==> config.mk <==
export PLATFORM = sky130hd
export DESIGN_NAME = pptp_core
export DESIGN_NICKNAME = d
export VERILOG_FILES = /design/src/verilog/pptp_pkg.sv /design/src/verilog/pptp_sync.sv /design/src/verilog/pptp_core.sv
export SDC_FILE = /design/constraint.sdc
export NUM_CORES = 1
export LEC_CHECK = 0
export BUFFER_PORTS_ARGS = -buffer_cell sky130_fd_sc_hd__buf_2
export CELL_PAD_IN_SITES_DETAIL_PLACEMENT = 1
export CELL_PAD_IN_SITES_GLOBAL_PLACEMENT = 1
export CORE_MARGIN = 5
export CORE_UTILIZATION = 42
export CTS_CLUSTER_DIAMETER = 150
export CTS_CLUSTER_SIZE = 28
export DETAILED_ROUTE_END_ITERATION = 10
export PLACE_DENSITY = 0.74
export SYNTH_ARGS = -nofsm -noshare
export SYNTH_HDL_FRONTEND = slang
export SYNTH_HIERARCHICAL = 1
export SYNTH_SLANG_ARGS = --single-unit
==> constraint.sdc <==
create_clock -name clk_i -period 1.7 [get_ports clk_i]
set_input_delay 0.255 -clock clk_i [delete_from_list [all_inputs] [get_ports clk_i]]
set_output_delay 0.255 -clock clk_i [all_outputs]
set_load 0.05 [all_outputs]
==> src/verilog/pptp_pkg.sv <==
// Package with the shared constants of the push-pull pulse-train PWM logic.
package pptp_pkg;
	// Number of flip-flops in each pin synchroniser.
	localparam int SYNC_STAGES = 2;
	// Reset value of the overcurrent flag: high until supplies are good.
	localparam logic FLAG_RESET = 1'h1;
	// Reset value of the steering bit: first pulse goes to output a.
	localparam logic STEER_RESET = 1'h0;
	// Supply-good debounce time and its cycle count at 50 MHz.
	localparam int CLK_HZ = 50000000;
	localparam int SUPPLY_SETTLE_NS = 200;
	localparam int SUPPLY_SETTLE_CYC =
		(SUPPLY_SETTLE_NS * (CLK_HZ / 1000000) + 999) / 1000;
	localparam int SETTLE_W = 4;
	// States of the start-up sequencer, one-hot.
	typedef enum logic [2:0] {
		PPTP_ST_WAIT = 3'h1,
		PPTP_ST_SETTLE = 3'h2,
		PPTP_ST_RUN = 3'h4
	} pptp_state_t;
endpackage

==> src/verilog/pptp_sync.sv <==
// Two-stage synchroniser for one asynchronous pin.
`timescale 1ns/10ps
module pptp_sync (
	// Clock and reset.
	input wire logic clk_i,
	input wire logic rst_n_i,
	// Asynchronous level in, synchronised level out.
	input wire logic async_i,
	output logic sync_o
);
	logic meta_q;
	logic sync_q;

	// The first stage feeds only the second stage.
	always_ff @(posedge clk_i) begin
		if (!rst_n_i) begin
			meta_q <= 1'h0;
			sync_q <= 1'h0;
		end else begin
			meta_q <= async_i;
			sync_q <= meta_q;
		end
	end

	assign sync_o = sync_q;
endmodule

==> src/verilog/pptp_core.sv <==
// Digital control logic of a push-pull pulse-train PWM controller.
// Functional notes
// [RULE1] Each pulse-train rising edge starts a period.
// [RULE2] Ignore pulse train while reference-good low.
// [RULE3] Pulse train low disables both drive outputs.
// [RULE4] Current trip ends pulse, sets overcurrent flag.
// [RULE5] Each output switches at half pulse frequency.
// [RULE6] Flag held high until supplies are good.
// [RULE7] Supplies good: flag low, then process edges.
// [RULE8] Host waits for flag low before pulsing.
// [RULE9] Host soft-starts by ramping pulse duty.
// [RULE10] Host may clamp high time for volt-seconds.
// [RULE11] Host chooses its overcurrent response policy.
// [RULE12] Trip above threshold minus margin forces low.
// [RULE13] Flag latched until next pulse-train rising edge.
// [RULE14] Outputs alternate, never both active together.
`timescale 1ns/10ps
module pptp_core (
	// Clock and reset.
	input wire logic clk_i,
	input wire logic rst_n_i,
	// Asynchronous inputs from pins and analog circuitry.
	input wire logic pulse_train_i,
	input wire logic ref_good_i,
	input wire logic supplies_ok_i,
	input wire logic current_trip_i,
	// Drive outputs and host flag.
	output logic drive_output_a_o,
	output logic drive_output_b_o,
	output logic overcurrent_flag_o
);
	// Synchronised copies of the asynchronous inputs.
	logic pt_s;
	logic ref_s;
	logic sup_s;
	logic trip_s;
	logic pt_q;
	pptp_pkg::pptp_state_t state_q;
	pptp_pkg::pptp_state_t state_d;
	logic [pptp_pkg::SETTLE_W-1:0] settle_q;
	logic [pptp_pkg::SETTLE_W-1:0] settle_d;
	logic steer_q;
	logic steer_d;
	logic active_q;
	logic active_d;
	logic flag_q;
	logic flag_d;
	logic a_q;
	logic b_q;

	// The pulse train is the only timing reference, so it is synced too.
	pptp_sync u_sync_pt (
		.clk_i(clk_i),
		.rst_n_i(rst_n_i),
		.async_i(pulse_train_i),
		.sync_o(pt_s)
	);

	// Reference-good qualifier from the analog side.
	pptp_sync u_sync_ref (
		.clk_i(clk_i),
		.rst_n_i(rst_n_i),
		.async_i(ref_good_i),
		.sync_o(ref_s)
	);

	// Supply monitor; a glitch here drops the block back to waiting.
	pptp_sync u_sync_sup (
		.clk_i(clk_i),
		.rst_n_i(rst_n_i),
		.async_i(supplies_ok_i),
		.sync_o(sup_s)
	);

	// Current-limit comparator; the analog side applies the margin.
	pptp_sync u_sync_trip (
		.clk_i(clk_i),
		.rst_n_i(rst_n_i),
		.async_i(current_trip_i),
		.sync_o(trip_s)
	);

	// Decode of edges and qualifiers.
	wire run = (state_q == pptp_pkg::PPTP_ST_RUN);
	wire rise = run && pt_s && !pt_q; // RULE1 RULE2
	wire settled = (settle_q == pptp_pkg::SETTLE_W'(
		pptp_pkg::SUPPLY_SETTLE_CYC));
	wire good = ref_s && sup_s;
	// Entry into run clears the flag so the host knows it may start.
	wire run_next = (state_d == pptp_pkg::PPTP_ST_RUN);
	wire enter = run_next && !run; // RULE7
	// A trip only counts while a pulse is open or opening.
	wire trip_hit = run && trip_s && (active_q || rise); // RULE4

	// Start-up sequencer; supply loss drops back to waiting.
	always_comb begin
		state_d = state_q;
		settle_d = settle_q;
		case (state_q)
			pptp_pkg::PPTP_ST_WAIT: begin
				settle_d = '0;
				if (good) begin
					state_d = pptp_pkg::PPTP_ST_SETTLE;
				end
			end
			pptp_pkg::PPTP_ST_SETTLE: begin
				settle_d = settle_q + pptp_pkg::SETTLE_W'(1);
				if (!good) begin
					state_d = pptp_pkg::PPTP_ST_WAIT;
				end else if (settled) begin
					state_d = pptp_pkg::PPTP_ST_RUN; // RULE7
				end
			end
			pptp_pkg::PPTP_ST_RUN: begin
				if (!good) begin
					state_d = pptp_pkg::PPTP_ST_WAIT; // RULE2 RULE6
				end
			end
			default: begin
				state_d = pptp_pkg::PPTP_ST_WAIT;
			end
		endcase
	end

	// Pulse steering: a rising edge flips sides and opens a pulse.
	assign steer_d = rise ? !steer_q : steer_q; // RULE5 RULE14
	assign active_d = run && pt_s && !trip_s &&
		(rise || active_q); // RULE3 RULE4 RULE12
	// Flag: high out of run, low on entry, set by trip, cleared by edge.
	// A trip in the edge's own cycle wins, so no event is lost.
	// Leaving run in any cycle forces the flag high again.
	assign flag_d = !run_next ? 1'h1 : // RULE6
		trip_hit ? 1'h1 : // RULE4 RULE12
		(rise || enter) ? 1'h0 : // RULE7 RULE13
		flag_q;

	// State registers.
	always_ff @(posedge clk_i) begin
		if (!rst_n_i) begin
			state_q <= pptp_pkg::PPTP_ST_WAIT;
			settle_q <= '0;
			pt_q <= 1'h0;
			steer_q <= pptp_pkg::STEER_RESET;
			active_q <= 1'h0;
			flag_q <= pptp_pkg::FLAG_RESET;
		end else begin
			state_q <= state_d;
			settle_q <= settle_d;
			pt_q <= pt_s;
			steer_q <= steer_d;
			active_q <= active_d;
			flag_q <= flag_d;
		end
	end

	// Output flops; only one side can ever be selected.
	always_ff @(posedge clk_i) begin
		if (!rst_n_i) begin
			a_q <= 1'h0;
			b_q <= 1'h0;
		end else begin
			a_q <= active_d && steer_d; // RULE14
			b_q <= active_d && !steer_d; // RULE14
		end
	end

	// Every output comes straight from a flop, so pins never glitch.
	assign drive_output_a_o = a_q;
	assign drive_output_b_o = b_q;
	assign overcurrent_flag_o = flag_q;

	// Checks on the drive and flag behaviour.
	never_both_a: assert property ( // RULE14
		@(posedge clk_i) disable iff (!rst_n_i)
		!(a_q && b_q)) else $error("both outputs on");
	low_disables_a: assert property ( // RULE3
		@(posedge clk_i) disable iff (!rst_n_i)
		!pt_s |=> !a_q && !b_q) else $error("drive while low");
	trip_off_a: assert property ( // RULE4
		@(posedge clk_i) disable iff (!rst_n_i)
		trip_s |=> !a_q && !b_q) else $error("drive after trip");
	trip_flag_a: assert property ( // RULE12
		@(posedge clk_i) disable iff (!rst_n_i)
		trip_s && active_q |=> flag_q) else $error("flag not set");
	notrun_flag_a: assert property ( // RULE6
		@(posedge clk_i) disable iff (!rst_n_i)
		!run && !enter |=> flag_q) else $error("flag low early");
	notrun_off_a: assert property ( // RULE2
		@(posedge clk_i) disable iff (!rst_n_i)
		!run |=> !a_q && !b_q) else $error("drive before run");
	alternate_a: assert property ( // RULE5
		@(posedge clk_i) disable iff (!rst_n_i)
		rise |=> steer_q != $past(steer_q)) else $error("no flip");
	flag_hold_a: assert property ( // RULE13
		@(posedge clk_i) disable iff (!rst_n_i)
		run && flag_q && !rise && $past(run) |=> flag_q)
		else $error("flag cleared without edge");
	edge_clear_a: assert property ( // RULE1
		@(posedge clk_i) disable iff (!rst_n_i)
		rise && !trip_s && $past(run) && good |=> !flag_q)
		else $error("flag not cleared");
	settle_run_a: assert property ( // RULE7
		@(posedge clk_i) disable iff (!rst_n_i)
		state_q == pptp_pkg::PPTP_ST_SETTLE && settled && good
		|=> run) else $error("no run");
	// Start-up, edge and steering checks.
	ref_low_a: assert property ( // RULE2
		@(posedge clk_i) disable iff (!rst_n_i)
		!ref_s |=> !run) else $error("run without reference");
	enter_clear_a: assert property ( // RULE7
		@(posedge clk_i) disable iff (!rst_n_i)
		enter |=> run && !flag_q) else $error("flag high in run");
	flag_fall_a: assert property ( // RULE13
		@(posedge clk_i) disable iff (!rst_n_i)
		$fell(flag_q) |-> $past(rise) || $past(enter))
		else $error("flag fell without cause");
	pulse_edge_a: assert property ( // RULE1
		@(posedge clk_i) disable iff (!rst_n_i)
		$rose(a_q) || $rose(b_q) |-> $past(rise))
		else $error("pulse without edge");
	steer_hold_a: assert property ( // RULE5
		@(posedge clk_i) disable iff (!rst_n_i)
		!rise |=> $stable(steer_q)) else $error("steer moved");
	// Covers for the main scenarios.
	cov_a_c: cover property (@(posedge clk_i) disable iff (!rst_n_i) a_q);
	cov_b_c: cover property (@(posedge clk_i) disable iff (!rst_n_i) b_q);
	cov_trip_c: cover property (@(posedge clk_i) disable iff (!rst_n_i)
		trip_s && active_q);
	cov_enter_c: cover property (@(posedge clk_i) disable iff (!rst_n_i)
		enter);
	cov_clear_c: cover property (@(posedge clk_i) disable iff (!rst_n_i)
		rise && flag_q);
endmodule

Word-level counts from Yosys, hierarchy flattened

Cells that the tools add are included.

Register bits after elaboration: 21
Input bits: 6
Output and inout bits: 3
Word-level logic and storage cells: 50

Add/sub/neg operators: 1
Eq/ne operators: 5
Mux-type cells: 7
Bitwise operators: 2
Reductions and logical operators: 19

Operator list:

| kind                                                | count |
|---|---|
| two-way mux 3 bit                                   | 4 |
| logical AND 1 bit                                   | 10 |
| case mux 3 bit (3 select lines)                     | 1 |
| case mux 4 bit (2 select lines)                     | 1 |
| equality test 3 bit, second input constant          | 2 |
| zero test 1 bit                                     | 5 |
| adder 4 x 1 -> 4 bit, second input constant         | 1 |
| equality test 4 bit, second input constant          | 1 |
| equality test 3 x 1 -> 1 bit, second input constant | 1 |
| equality test 3 x 2 -> 1 bit, second input constant | 1 |
| OR reduction 3 bit                                  | 1 |
| logical OR 1 bit                                    | 2 |
| NOT 1 bit                                           | 2 |
| nonzero test 2 bit                                  | 1 |
| two-way mux 1 bit                                   | 1 |

Longest topological paths before layout

Gate-level depths: netlist (run 1).

Word-level depth: 7
Depth in mapped cells: 6
Gate-level depth less buffers: 6

Cells and area by module

Netlist (run 1), hierarchy kept.

Modules (own cells, without submodules):

| module    | instances | cells each | area an instance (um2) |
|---|---|---|---|
| pptp_core | 1         | 72         | 634.4 |
| pptp_sync | 4         | 4          | 52.6 |

Least setup slack after synthesis (run 1)

Ideal clock, no wire load.

Path type: reg2reg
From: register settle_q[0] (netlist name)
To: register flag_q, in the netlist overcurrent_flag_o
Arrival time: 1.223 ns
Data required time: 1.576 ns
Slack: 0.353 ns
Cell stages (with the launch flop): 7
Period minus slack after synthesis: 1.347 ns
Cells stage by stage: dfxtp_1 -> inv_1 -> ha_1 -> nand3b_1 -> or4_4 -> a21oi_2 -> o31ai_1

Longest elaborated chain between the ends: 7
Elaborated cells on any way between the ends: 9
Classes of those cells: eq/ne (2); mux (3); bitwise (1); reduce/logical (3)

RTL lines:

| item                                                             | line             | source |
|---|---|---|
| from (decl)                                                      | pptp_core.sv:40  | `logic [pptp_pkg::SETTLE_W-1:0] settle_q;` |
| from (signal assigned)                                           | pptp_core.sv:148 | `settle_q <= settle_d;` |
| equality test 4 bit (*)                                          | pptp_core.sv:86  | `wire settled = (settle_q == pptp_pkg::SETTLE_W'(` |
| two-way mux 3 bit (*)                                            | pptp_core.sv:110 | `end else if (settled) begin` |
| two-way mux 3 bit (*)                                            | pptp_core.sv:108 | `if (!good) begin` |
| case mux 3 bit (3 select lines) (*)                              | pptp_core.sv:99  | `case (state_q)` |
| equality test 3 bit (*)                                          | pptp_core.sv:90  | `wire run_next = (state_d == pptp_pkg::PPTP_ST_RUN);` |
| NOT 1 bit (no line) or logical AND 1 bit (tied branches)         | --               |  |
| OR reduction 3 bit (no line) or logical OR 1 bit (tied branches) | --               |  |
| to (signal assigned)                                             | pptp_core.sv:145 | `flag_q <= pptp_pkg::FLAG_RESET;` |
| to (signal assigned)                                             | pptp_core.sv:152 | `flag_q <= flag_d;` |
| to (decl)                                                        | pptp_core.sv:46  | `logic flag_q;` |

Every way passes the cells marked *; elsewhere a longest branch is shown, timed or not.
A chain may end at the register's enable or synchronous reset.

Worst setup path in the final report (run 1)

From: register state_q[2]
To: register b_q, in the netlist drive_output_b_o

Longest elaborated chain between the ends: 6
Elaborated cells on any way between the ends: 9
Classes of those cells: eq/ne (1); mux (1); reduce/logical (7)

RTL lines:

| item                                                  | line                               | source |
|---|---|---|
| from (decl)                                           | pptp_core.sv:38                    | `pptp_pkg::pptp_state_t state_q;` |
| from (signal assigned)                                | pptp_core.sv:140                   | `state_q <= pptp_pkg::PPTP_ST_WAIT;` |
| from (signal assigned)                                | pptp_core.sv:147                   | `state_q <= state_d;` |
| equality test 3 bit (*)                               | pptp_core.sv:84                    | `wire run = (state_q == pptp_pkg::PPTP_ST_RUN);` |
| logical AND 1 bit (*)                                 | pptp_core.sv:85, pptp_core.sv:127  |  |
| logical AND 1 bit                                     | pptp_core.sv:85                    | `wire rise = run && pt_s && !pt_q;` |
| two-way mux 1 bit or logical OR 1 bit (tied branches) | pptp_core.sv:126, pptp_core.sv:128 |  |
| zero test 1 bit or logical AND 1 bit (tied branches)  | pptp_core.sv:163, pptp_core.sv:127 |  |
| logical AND 1 bit (*)                                 | pptp_core.sv:163                   | `b_q <= active_d && !steer_d;` |
| to (signal assigned)                                  | pptp_core.sv:163                   |  |
| to (decl)                                             | pptp_core.sv:49                    | `logic b_q;` |

Marked as above.

==> out/results.md, run 1 <==
| Parameter | Value | Unit |
| --- | --- | --- |
| Status | finished, final reports clean | - |
| Highest Clock Rate | 674.1 | MHz |
| Final period demand of the worst path | 1.484 | ns |
| Full die area | 0.003007 | mm2 |
| RR Endpoint | drive_output_b_o | - |
| Number of buffers added for setup after CTS | 0 | - |
| Synthesized area per cell | 9.597 | um2 |
| Switching part of the total power | 22.17 | % |
| Register-to-Register Setup Slack | 0.22 | ns |
| First-pass GRT wire length | 2649 | um |
| Logic depth of the worst setup path including buffers | 3 | - |
| Initial antenna violation count | 0 | - |
| HP Class | in -> reg | - |
| Clk buf depth | 2 | - |
| Critical path cell sequence | nand3b_1, or3b_1, a21oi_1 | - |
| Placer's final routability congestion estimate | 0.7267 | - |
| Number of hold-slack violations in the final timing report | 0 | - |
| Row count | 16 | - |
| Number of H-tree branching levels | 1 | - |
| Endpoint type of the worst setup path | register | - |
| Aggregate negative setup slack | 0 | ns |
| Setup WS post-layout | 0.2165 | ns |
| Root buffer cell | clkbuf_4 | - |
| Setup Skew | 0.001788 | ns |
| Maximum vdd drop | 0.0004798 | V |
| Fraction of layout instances using a drive strength above 1 | 16.16 | % |
| Number of flip-flops in the largest register | 4 | - |
| Total number of vias | 660 | - |
| Power after layout | 772.9 | uW |
| Cts repair resizes | 0 | - |
| Starting utilization of the core area | 43.49 | % |
| Register bit count reported by yosys | 21 | - |
| Remaining DRCs | 0 | - |
| Synthesis-to-finish area growth | 11.56 | % |
| Startpoint of the most critical register-to-register path | state_q[2] | - |
| CTS Hold Bufs | 0 | - |
| Required time reported for the critical path endpoint | 1.95 | ns |
| Total half-perimeter wirelength after legalization and detailed placement | 1169 | um |
| Vias in the first global route | 642 | - |
| Buf/Inv on CP | 0 | - |
| Launching instance or port of the critical path | state_q[2] | - |
| Finish-stage setup viols | 0 | - |
| Clock tree from TritonCTS | built | - |
| Wire per inst | 12.53 | um |
| Startpoint type of the worst setup path | register | - |
| Reported net switching power | 171.3 | uW |
| CP Class | reg -> reg | - |
| Horiz. Die Dim | 54.84 | um |
| Total detailed-routing wirelength | 1579 | um |
| Number of warnings issued by yosys | 6 | - |
| Share of power burned in the clock network | 31.8 | % |
| Slowest library cell on the worst path | dfxtp_1 | - |
| Sum of overflow across all layers after global routing | 0 | - |
| Number of distinct library cells after synthesis | 32 | - |
| Cell-internal power | 601.6 | uW |
| Post-route clock period utilization | 87.27 | % |
| Initial detailed-routing violation count | 4 | - |
| Total GRT Usage | 12.52 | % |
| Worst setup path endpoint | drive_output_b_o | - |
| Core area | 0.001942 | mm2 |
| Max-slew headroom | 67.89 | % |
| # IOs | 9 | - |
| Antenna-violating nets left | 0 | - |
| Power Density | 820.3 | mW/mm2 |
| Worst-path maximum fanout | 13 | - |
| Register ranked first by flip-flop count | settle_q | - |
| Chip Height | 54.84 | um |
| Crit path max-delay family | simple AND/OR/NAND/NOR gates | - |
| Net count reported at finish | 108 | - |
| Transition time at the pin with the least slew margin | 0.4809 | ns |
| Worst r2r path cells | 3 | - |
| Number of sinks handled by clock tree synthesis | 21 | - |
| Number of diodes added for antenna fixing | 0 | - |
| Number of detailed-routing iterations run before antenna repair | 2 | - |
| Leak Pwr | 0.3355 | nW |
| Clock insertion delay at the later pin of the skew report | 0.31 | ns |
| CTS clock-pin slew for the worst setup and hold paths | 0.12 | ns |
| Port buffer count | 8 | - |
| Comb power frac | 2.9 | % |
| Cell area after synthesis | 844.6 | um2 |
| Max-slew violation count | 0 | - |
| Vias/cell | 5.238 | - |
| Sequential share of the synthesized area | 49.78 | % |
| Number of instances in the synthesized netlist | 88 | - |
| Inserted Clock Buffers | 3 | - |
| Sequential group share of total power | 65.4 | % |
| Unrepaired setup endpoints after global routing | false | - |
| Total of max-cap violations | 0 | - |
| Post-Place Setup Slack | 0.2440 | ns |
| Longest individual stage delay on the worst path | 0.62 | ns |
| Post-Synthesis Net Count | 96 | - |
| Biggest registers after layout | settle_q x4, state_q x3 | - |
| Data arrival time of the worst path | 1.73 | ns |
| Maximum number of pins on one net before global-route repair | 16 | - |
synth_stat cells, drive strengths merged:
cell type	number	area share (%)
nor3	4	2.4
xnor2	1	1.0
inv	3	1.3
o21bai	1	0.89
nand3b	4	3.6
nand2b	3	2.2
o21a	2	1.8
a211oi	1	0.89
clkbuf	1	0.44
buf	1	0.89
a21boi	1	0.89
nand2	3	1.3
or4	2	2.2
nand3	3	1.8
ha	2	3.0
dfxtp	21	50
nor4bb	1	1.2
o21ai	2	1.2
or3	1	0.74
or3b	1	1.0
a21oi	9	5.8
a2bb2oi	2	2.1
o31ai	1	0.89
and2	10	7.4
nor2	3	1.3
a211o	1	1.0
nor2b	3	2.2
o22ai	1	0.74
per-layer routing:
| metal | part of all wire, % | global-route usage, % | routed length [um] |
|---|---|---|---|
| met1 | 47 | 15.11 | 740 |
| met2 | 47 | 19.69 | 743 |
| met4 | 2.3 | 8.714 | 36 |
| met3 | 3.7 | 2.452 | 59 |
| met5 | 0 | 0 | 0 |
metrics by stage:
stage	utilization, %	cell area (um2)	hold slack, ns	instances
floorplan	-	844.6	0.3725	88
global placement	47.10	914.6	0.4146	122
detailed placement	47.10	914.6	0.4255	122
CTS	48.52	942.2	0.1235	126
global route	48.52	942.2	0.1181	126
finish	48.52	942.2	0.1318	126
final cells by class:
type                       instances  area (um2)
clock buffer                       3       22.52
clock inverter                     1       5.005
fill                             238       999.7
inverter                           3       11.26
multi-input combinational         62       401.6
sequential                        21       420.4
tap                               27       33.78
timing repair buffer               9       47.55
cells in the final DEF, fill, tap and decap left out:
cell / count
or4_1: 1
a21oi_2: 1
inv_1: 2
o31ai_1: 1
clkinv_2: 1
o22ai_1: 1
clkbuf_4: 3
a21oi_1: 8
inv_2: 1
xnor2_1: 1
nor2_1: 3
dfxtp_1: 21
or3_1: 1
a2bb2oi_1: 2
or4_4: 1
o21ai_1: 1
a21boi_1: 1
o21bai_1: 1
nand2_1: 3
nor2b_1: 3
nor3_1: 4
buf_2: 8
o21a_1: 2
o21ai_0: 1
or3b_1: 1
a211o_1: 1
nand3_1: 3
nor4bb_1: 1
nand2b_1: 3
nand3b_1: 4
a211oi_1: 1
and2_1: 10
ha_1: 2
buf_4: 1
power by group through the flow:
stage,registers (mW),clock network (mW),logic [mW]
after floorplan,0.515,0,0.0123
final,0.505,0.246,0.0222
after global routing,0.507,0.280,0.0260
after detailed placement,0.516,0,0.0229
after global placement,0.516,0,0.0220
after CTS,0.505,0.256,0.0230
cell families (layout without fill, tap and decap cells):
group	after synthesis	after routing	share of synthesized area, %
xor+xnor	1	1	1.037
simple gates	38	38	27.41
flops	21	21	49.78
buf+inv	5	16	2.666
compound gates	21	21	16.15
fa+ha+maj	2	2	2.962
worst min-delay path by stage:
| stage | slack, ns | to | cells after the start | from |
|---|---|---|---|---|
| final | 0.13 | u_sync_sup/meta_q | 2 | supplies_ok_i |
| after global placement | 0.41 | u_sync_pt/sync_o | 1 | u_sync_pt/meta_q |
| after detailed placement | 0.43 | u_sync_sup/sync_o | 1 | u_sync_sup/meta_q |
| after global routing | 0.12 | u_sync_trip/meta_q | 2 | current_trip_i |
| after floorplan | 0.37 | settle_q[3] | 1 | rst_n_i |
| after CTS | 0.12 | u_sync_trip/meta_q | 2 | current_trip_i |
(Power assumes the default switching activity.)
==> inputs of run 2 (changes only) <==
==> constraint.sdc (replaced) <==
create_clock -name clk_i -period 1.7 [get_ports clk_i]
set_input_delay 0.51 -clock clk_i [delete_from_list [all_inputs] [get_ports clk_i]]
set_output_delay 0.51 -clock clk_i [all_outputs]
set_load 0.05 [all_outputs]
==> run 2 against run 1 <==
Net effect:
- clock skew about the same
- critical path type unchanged
- core utilization rose by 0.39 points
- sequential power about the same
- fmax rose by 1.2%
- final cell count increased by 0.79%
- sequential cell count unchanged
- cell area up 0.80%
- clock power decreased by 5%
- critical endpoint is now overcurrent_flag_o
==> out/results.md, run 2 (same netlist as run 1, synthesis figures left out) <==
| Parameter | Value | Unit | vs previous |
| --- | --- | --- | --- |
| Filler Cells Inserted | 249 | - | +4.6% |
| Register ranked first by flip-flop count | settle_q | - |  |
| Worst-path maximum fanout | 5 | - | -8 |
| Core area | 0.001942 | mm2 | unchanged |
| Starting utilization of the core area | 43.49 | % | unchanged |
| Final period demand of the worst path | 1.466 | ns | -0.01752 ns |
| Initial detailed-routing violation count | 10 | - | +6 |
| Maximum number of pins on one net before global-route repair | 16 | - | unchanged |
| Startpoint of the most critical register-to-register path | settle_q[1] | - |  |
| Number of hold-slack violations in the final timing report | 0 | - | unchanged |
| Maximum vdd drop | 0.0005514 | V | +15% |
| Startpoint type of the worst setup path | register | - |  |
| Data arrival time of the worst path | 1.66 | ns | -0.07 ns |
| Number of buffers added for setup after CTS | 0 | - | unchanged |
| Register area | 420.4 | um2 | unchanged |
| Wire per inst | 12.54 | um | about the same |
| Inserted Clock Buffers | 3 | - | unchanged |
| Launching instance or port of the critical path | settle_q[1] | - |  |
| Number of detailed-routing iterations run before antenna repair | 3 | - | +1 |
| Required time reported for the critical path endpoint | 1.90 | ns | -0.05 ns |
| Max-slew headroom | 68.07 | % | +0.18 points |
| Net count reported at finish | 109 | - | +0.93% |
| CTS clock-pin slew for the worst setup and hold paths | 0.11 | ns | about the same |
| First-pass GRT wire length | 2656 | um | +0.26% |
| Leak Pwr | 0.3410 | nW | +1.6% |
| Cts repair resizes | 0 | - | unchanged |
| Power Density | 800.4 | mW/mm2 | -2.4% |
| CTS Hold Bufs | 0 | - | unchanged |
| Horiz. Die Dim | 54.84 | um | unchanged |
| Number of cells after detailed placement | 123 | - | +0.82% |
| Total of max-cap violations | 0 | - | unchanged |
| Antenna-violating nets left | 0 | - | unchanged |
| Finish-stage setup viols | 0 | - | unchanged |
| Unrepaired setup endpoints after global routing | false | - |  |
| # IOs | 9 | - | unchanged |
| Commonest non-fill, non-tap cell in the layout | dfxtp_1 | - |  |
| Setup Skew | 0.001334 | ns | -0.0004547 ns |
| HP Class | in -> reg | - |  |
| Number of sinks handled by clock tree synthesis | 21 | - | unchanged |
| Chip Height | 54.84 | um | unchanged |
| Total detailed-routing wirelength | 1593 | um | +0.89% |
| Number of flip-flops in the largest register | 4 | - | unchanged |
| Area of the multi-input gates | 401.6 | um2 | unchanged |
| Sum of overflow across all layers after global routing | 0 | - | unchanged |
| Vias in the first global route | 620 | - | -3.4% |
| Highest Clock Rate | 682.1 | MHz | +1.2% |
| Aggregate negative setup slack | 0 | ns | unchanged |
| Port buffer count | 8 | - | unchanged |
| Full die area | 0.003007 | mm2 | unchanged |
| Row count | 16 | - | unchanged |
| Hold Path Cell Cnt | 2 | - | unchanged |
| Clock tree from TritonCTS | built | - |  |
| RR Endpoint | overcurrent_flag_o | - |  |
| Total half-perimeter wirelength after legalization and detailed placement | 1190 | um | +1.8% |
| Max-slew violation count | 0 | - | unchanged |
| Hold WS | 0.4005 | ns | +0.2687 ns |
| Number of diodes added for antenna fixing | 0 | - | unchanged |
| Root buffer cell | clkbuf_4 | - |  |
| DP Area | 922.1 | um2 | +0.82% |
| Most used cells in the layout excluding fill and tap cells | 21 x dfxtp_1, 10 x and2_1, 8 x a21oi_1, 8 x buf_2 | - |  |
| Initial antenna violation count | 0 | - | unchanged |
| Endpoint type of the worst setup path | register | - |  |
| Biggest registers after layout | settle_q x4, state_q x3 | - |  |
| Synthesis-to-finish area growth | 12.44 | % |  |
| Vias/cell | 5.047 | - | -3.6% |
| Post-route clock period utilization | 86.24 | % | -1.0 points |
| Number of H-tree branching levels | 1 | - | unchanged |
| Status | finished, final reports clean | - |  |
| Fin area | 949.7 | um2 | +0.80% |
| Clock insertion delay at the later pin of the skew report | 0.30 | ns | about the same |
| Fraction of layout instances using a drive strength above 1 | 17.00 | % | +0.84 points |
| Post-route non-filler standard cell count | 127 | - | +0.79% |
| Worst r2r path cells | 5 | - | +2 |
| Critical hold path startpoint | ref_good_i | - |  |
| Total number of vias | 641 | - | -2.9% |
| Total GRT Usage | 12.66 | % | +0.14 points |
| Worst min-delay path endpoint | u_sync_ref/meta_q | - |  |
| CP Class | reg -> reg | - |  |
| Remaining DRCs | 0 | - | unchanged |
| Placer's final routability congestion estimate | 0.6895 | - | -5.1% |
| Transition time at the pin with the least slew margin | 0.4783 | ns | -0.002643 ns |
| Clk buf depth | 2 | - | unchanged |
| Register-to-Register Setup Slack | 0.23 | ns | +0.02 ns |
run 2: cell types whose count changed in the layout (fill, tap and decap cells not counted), sizes merged:
cell / change
buf: +1
run 2: layout make-up:
| type | count | share of cell area [%] |
|---|---|---|
| sequential | 21 | 44.27 |
| multi-input combinational | 62 | 42.29 |
| timing repair buffer | 10 | 5.797 |
| tap | 27 | 3.557 |
| clock buffer | 3 | 2.372 |
| inverter | 3 | 1.186 |
| clock inverter | 1 | 0.5270 |
run 2: where the power goes:
part           leakage, nW  internal [mW]  switching, mW
logic                0.152         0.0121         0.0106
clock network       0.0177         0.0878          0.145
registers            0.171          0.501        0.00311
total                0.341          0.601          0.159
run 2: worst max path at each step:
stage / to / slack (ns) / cells past startpoint
floorplan: overcurrent_flag_o / 0.35 / 6
global placement: drive_output_b_o / 0.25 / 4
detailed placement: drive_output_a_o / 0.20 / 4
CTS: overcurrent_flag_o / 0.22 / 5
global route: drive_output_a_o / 0.13 / 3
finish: overcurrent_flag_o / 0.23 / 5
run 2: critical path, stage by stage, from the launching register on:
cell and delay [ns]:
dfxtp_1 0.43, ha_1 0.17, nand3b_1 0.09, or4_4 0.43, a21oi_2 0.16, o31ai_1 0.08
run 2: stage by stage:
stage          power (mW)  setup WS (ns)  utilization, %
6_report           0.7601         0.2340           48.90
5_1_grt            0.7987         0.1281           48.90
4_1_cts            0.7716         0.2193           48.90
3_5_place_dp       0.5392         0.2006           47.49
3_3_place_gp       0.5375         0.2457           47.49
2_1_floorplan      0.5272         0.3533               -
run 2: metal layers:
layer	vias up	GRT usage [%]	share of wire [%]
li1	332	-	-
met1	293	15.70	48
met2	11	19.49	46
met3	5	5.722	4.1
met4	0	3.734	1.3
met5	-	0	0
==> inputs of run 3 (changes only) <==
Settings changed: CORE_UTILIZATION 42 to 38, PLACE_DENSITY 0.74 to 0.71.
Clock period 1.7 ns to 1.2 ns, I/O delays scaled along.
==> run 3 against run 2 <==
Net effect:
- the flow now finishes with violations (negative setup slack)
- sequential power grew 41%
- first-iteration DRC count shrank 90%
- critical path depth grew 1
- clock skew shrank 0.00052 ns
- sequential share of layout area shrank 4.5 points
- clock-buffer cell count is the same
- largest cell class is now multi-input combinational cells
- largest power group unchanged
==> out/results.md, run 3 (same netlist as run 1, synthesis figures left out) <==
| Parameter | Value | Unit | vs previous |
| --- | --- | --- | --- |
| Status | complete, but fails checks | - |  |
| Failing checks | negative setup slack | - |  |
| Launching instance or port of the critical path | settle_q[0] | - |  |
| Power Density | 1010 | mW/mm2 | +26% |
| Filler Cells Inserted | 261 | - | +4.8% |
| Worst-path maximum fanout | 2 | - | -3 |
| Finish-stage setup viols | 5 | - | +5 |
| Setup WS post-layout | -0.1932 | ns | -0.4272 ns |
| First-pass GRT wire length | 3270 | um | +23% |
| Clock tree from TritonCTS | built | - |  |
| Clock insertion delay at the later pin of the skew report | 0.31 | ns | about the same |
| Hold WS | 0.2409 | ns | -0.1596 ns |
| Clk buf depth | 2 | - | unchanged |
| Total GRT Usage | 13.23 | % | +0.57 points |
| Area of the multi-input gates | 436.7 | um2 | +8.7% |
| Biggest registers after layout | settle_q x4, state_q x3 | - |  |
| Vias/cell | 4.978 | - | -1.4% |
| Number of flip-flops in the largest register | 4 | - | unchanged |
| Final period demand of the worst path | 1.393 | ns | -0.07283 ns |
| Full die area | 0.003266 | mm2 | +8.6% |
| Slowest library cell on the worst path | or4_4 | - |  |
| Total number of vias | 682 | - | +6.4% |
| Fin area | 0.001082 | mm2 | +14% |
| Initial antenna violation count | 0 | - | unchanged |
| Total detailed-routing wirelength | 1858 | um | +17% |
| Post-route non-filler standard cell count | 137 | - | +7.9% |
| Number of sinks handled by clock tree synthesis | 21 | - | unchanged |
| Post-route clock period utilization | 116.1 | % | +30 points |
| Startpoint type of the worst setup path | register | - |  |
| Fraction of layout instances using a drive strength above 1 | 36.70 | % | +20 points |
| Remaining DRCs | 0 | - | unchanged |
| Row count | 17 | - | +1 |
| Number of hold-slack violations in the final timing report | 0 | - | unchanged |
| Synthesis-to-finish area growth | 28.15 | % |  |
| Number of cells after detailed placement | 132 | - | +7.3% |
| DP Area | 987.2 | um2 | +7.1% |
| CP Class | reg -> reg | - |  |
| Antenna-violating nets left | 0 | - | unchanged |
| Maximum number of pins on one net before global-route repair | 13 | - | -3 |
| Register area | 430.4 | um2 | +2.4% |
| Starting utilization of the core area | 38.93 | % | -4.6 points |
| Total half-perimeter wirelength after legalization and detailed placement | 1321 | um | +11% |
| Register ranked first by flip-flop count | settle_q | - |  |
| # IOs | 9 | - | unchanged |
| Most used cells in the layout excluding fill and tap cells | 15 x dfxtp_1, 11 x buf_4, 10 x and2_1 | - |  |
| Number of H-tree branching levels | 1 | - | unchanged |
| Sum of overflow across all layers after global routing | 0 | - | unchanged |
| Data arrival time of the worst path | 1.60 | ns | -0.06 ns |
| Port buffer count | 8 | - | unchanged |
| CTS clock-pin slew for the worst setup and hold paths | 0.12 | ns | about the same |
| Transition time at the pin with the least slew margin | 0.2945 | ns | -0.1838 ns |
| Chip Height | 57.15 | um | +4.2% |
| Longest individual stage delay on the worst path | 0.44 | ns | about the same |
| Maximum vdd drop | 0.0005434 | V | -1.5% |
| Commonest non-fill, non-tap cell in the layout | dfxtp_1 | - |  |
| Placer's final routability congestion estimate | 0.7225 | - | +4.8% |
| Hold Path Cell Cnt | 2 | - | unchanged |
| Critical hold path startpoint | supplies_ok_i | - |  |
| Required time reported for the critical path endpoint | 1.41 | ns | -0.49 ns |
| Crit path max-delay family | simple AND/OR/NAND/NOR gates | - |  |
| Worst r2r path cells | 6 | - | +1 |
| Unrepaired setup endpoints after global routing | true | - |  |
| Highest Clock Rate | 717.8 | MHz | +5.2% |
| Max-slew violation count | 0 | - | unchanged |
| Buf/Inv on CP | 1 | - | +1 |
| Core area | 0.002170 | mm2 | +12% |
| Root buffer cell | clkbuf_4 | - |  |
| Horiz. Die Dim | 57.15 | um | +4.2% |
| Critical path cell sequence | inv_2, ha_4, nand3b_1, or4_4, a21oi_2, o31ai_1 | - |  |
| Power after layout | 1.093 | mW | +44% |
| Initial detailed-routing violation count | 1 | - | -9 |
| Aggregate negative setup slack | -0.5032 | ns | -0.5032 ns |
| Endpoint type of the worst setup path | register | - |  |
| HP Class | in -> reg | - |  |
| CTS Hold Bufs | 0 | - | unchanged |
| Vias in the first global route | 743 | - | +20% |
| Wire per inst | 13.56 | um | +8.1% |
| Total of max-cap violations | 0 | - | unchanged |
| Logic depth of the worst setup path including buffers | 6 | - | +1 |
| Net count reported at finish | 118 | - | +8.3% |
| Leak Pwr | 0.3923 | nW | +15% |
| Number of detailed-routing iterations run before antenna repair | 3 | - | unchanged |
| Max-slew headroom | 80.33 | % | +12 points |
| Number of diodes added for antenna fixing | 0 | - | unchanged |
| Setup Skew | 0.0008122 | ns | -0.0005216 ns |
| Startpoint of the most critical register-to-register path | settle_q[0] | - |  |
| Inserted Clock Buffers | 3 | - | unchanged |
[run 3: cell count changes in the layout (fill, tap and decap cells not counted), sizes merged]
| cell | change |
|---|---|
| buf | +9 |
[run 3: final timing paths]
path	end	slack, ns
max	overcurrent_flag_o	-0.19
min	u_sync_sup/meta_q	0.24
max reg2reg	overcurrent_flag_o	-0.19
min reg2reg	u_sync_trip/sync_o	0.45
[run 3: stage by stage]
stage	util, %	setup slack, ns
6_report	49.88	-0.1932
5_1_grt	49.88	-0.2556
4_1_cts	48.96	-0.1984
3_5_place_dp	45.50	-0.1820
3_3_place_gp	45.50	-0.1174
2_1_floorplan	-	-0.1134
[run 3: repair_timing]
item                                    in CTS  in global routing
buffers inserted                             0                  1
pin swaps                                    3                  1
endpoints found under the setup margin       9                 11
gates resized for setup                     15                  4
[run 3: cell type report]
type | instances | share of cell area (%)
clock buffer | 3 | 2.081
clock inverter | 1 | 0.4624
inverter | 3 | 1.040
multi-input combinational | 62 | 40.35
sequential | 21 | 39.77
tap | 28 | 3.237
timing repair buffer | 19 | 13.06
[run 3: report_power, final]
group / total (mW) / switching [mW] / internal, mW
Clock: 0.344 / 0.219 / 0.125
Combinational: 0.0367 / 0.0166 / 0.0201
Sequential: 0.712 / 0.00415 / 0.708
[run 3: per-layer routing]
layer  vias up  routed length, um  GRT usage [%]
met4         0                 47          6.954
met1       318                796          14.44
li1        349                  -              -
met2        10                956          23.82
met3         5                 57          2.715
met5         -                  0              0
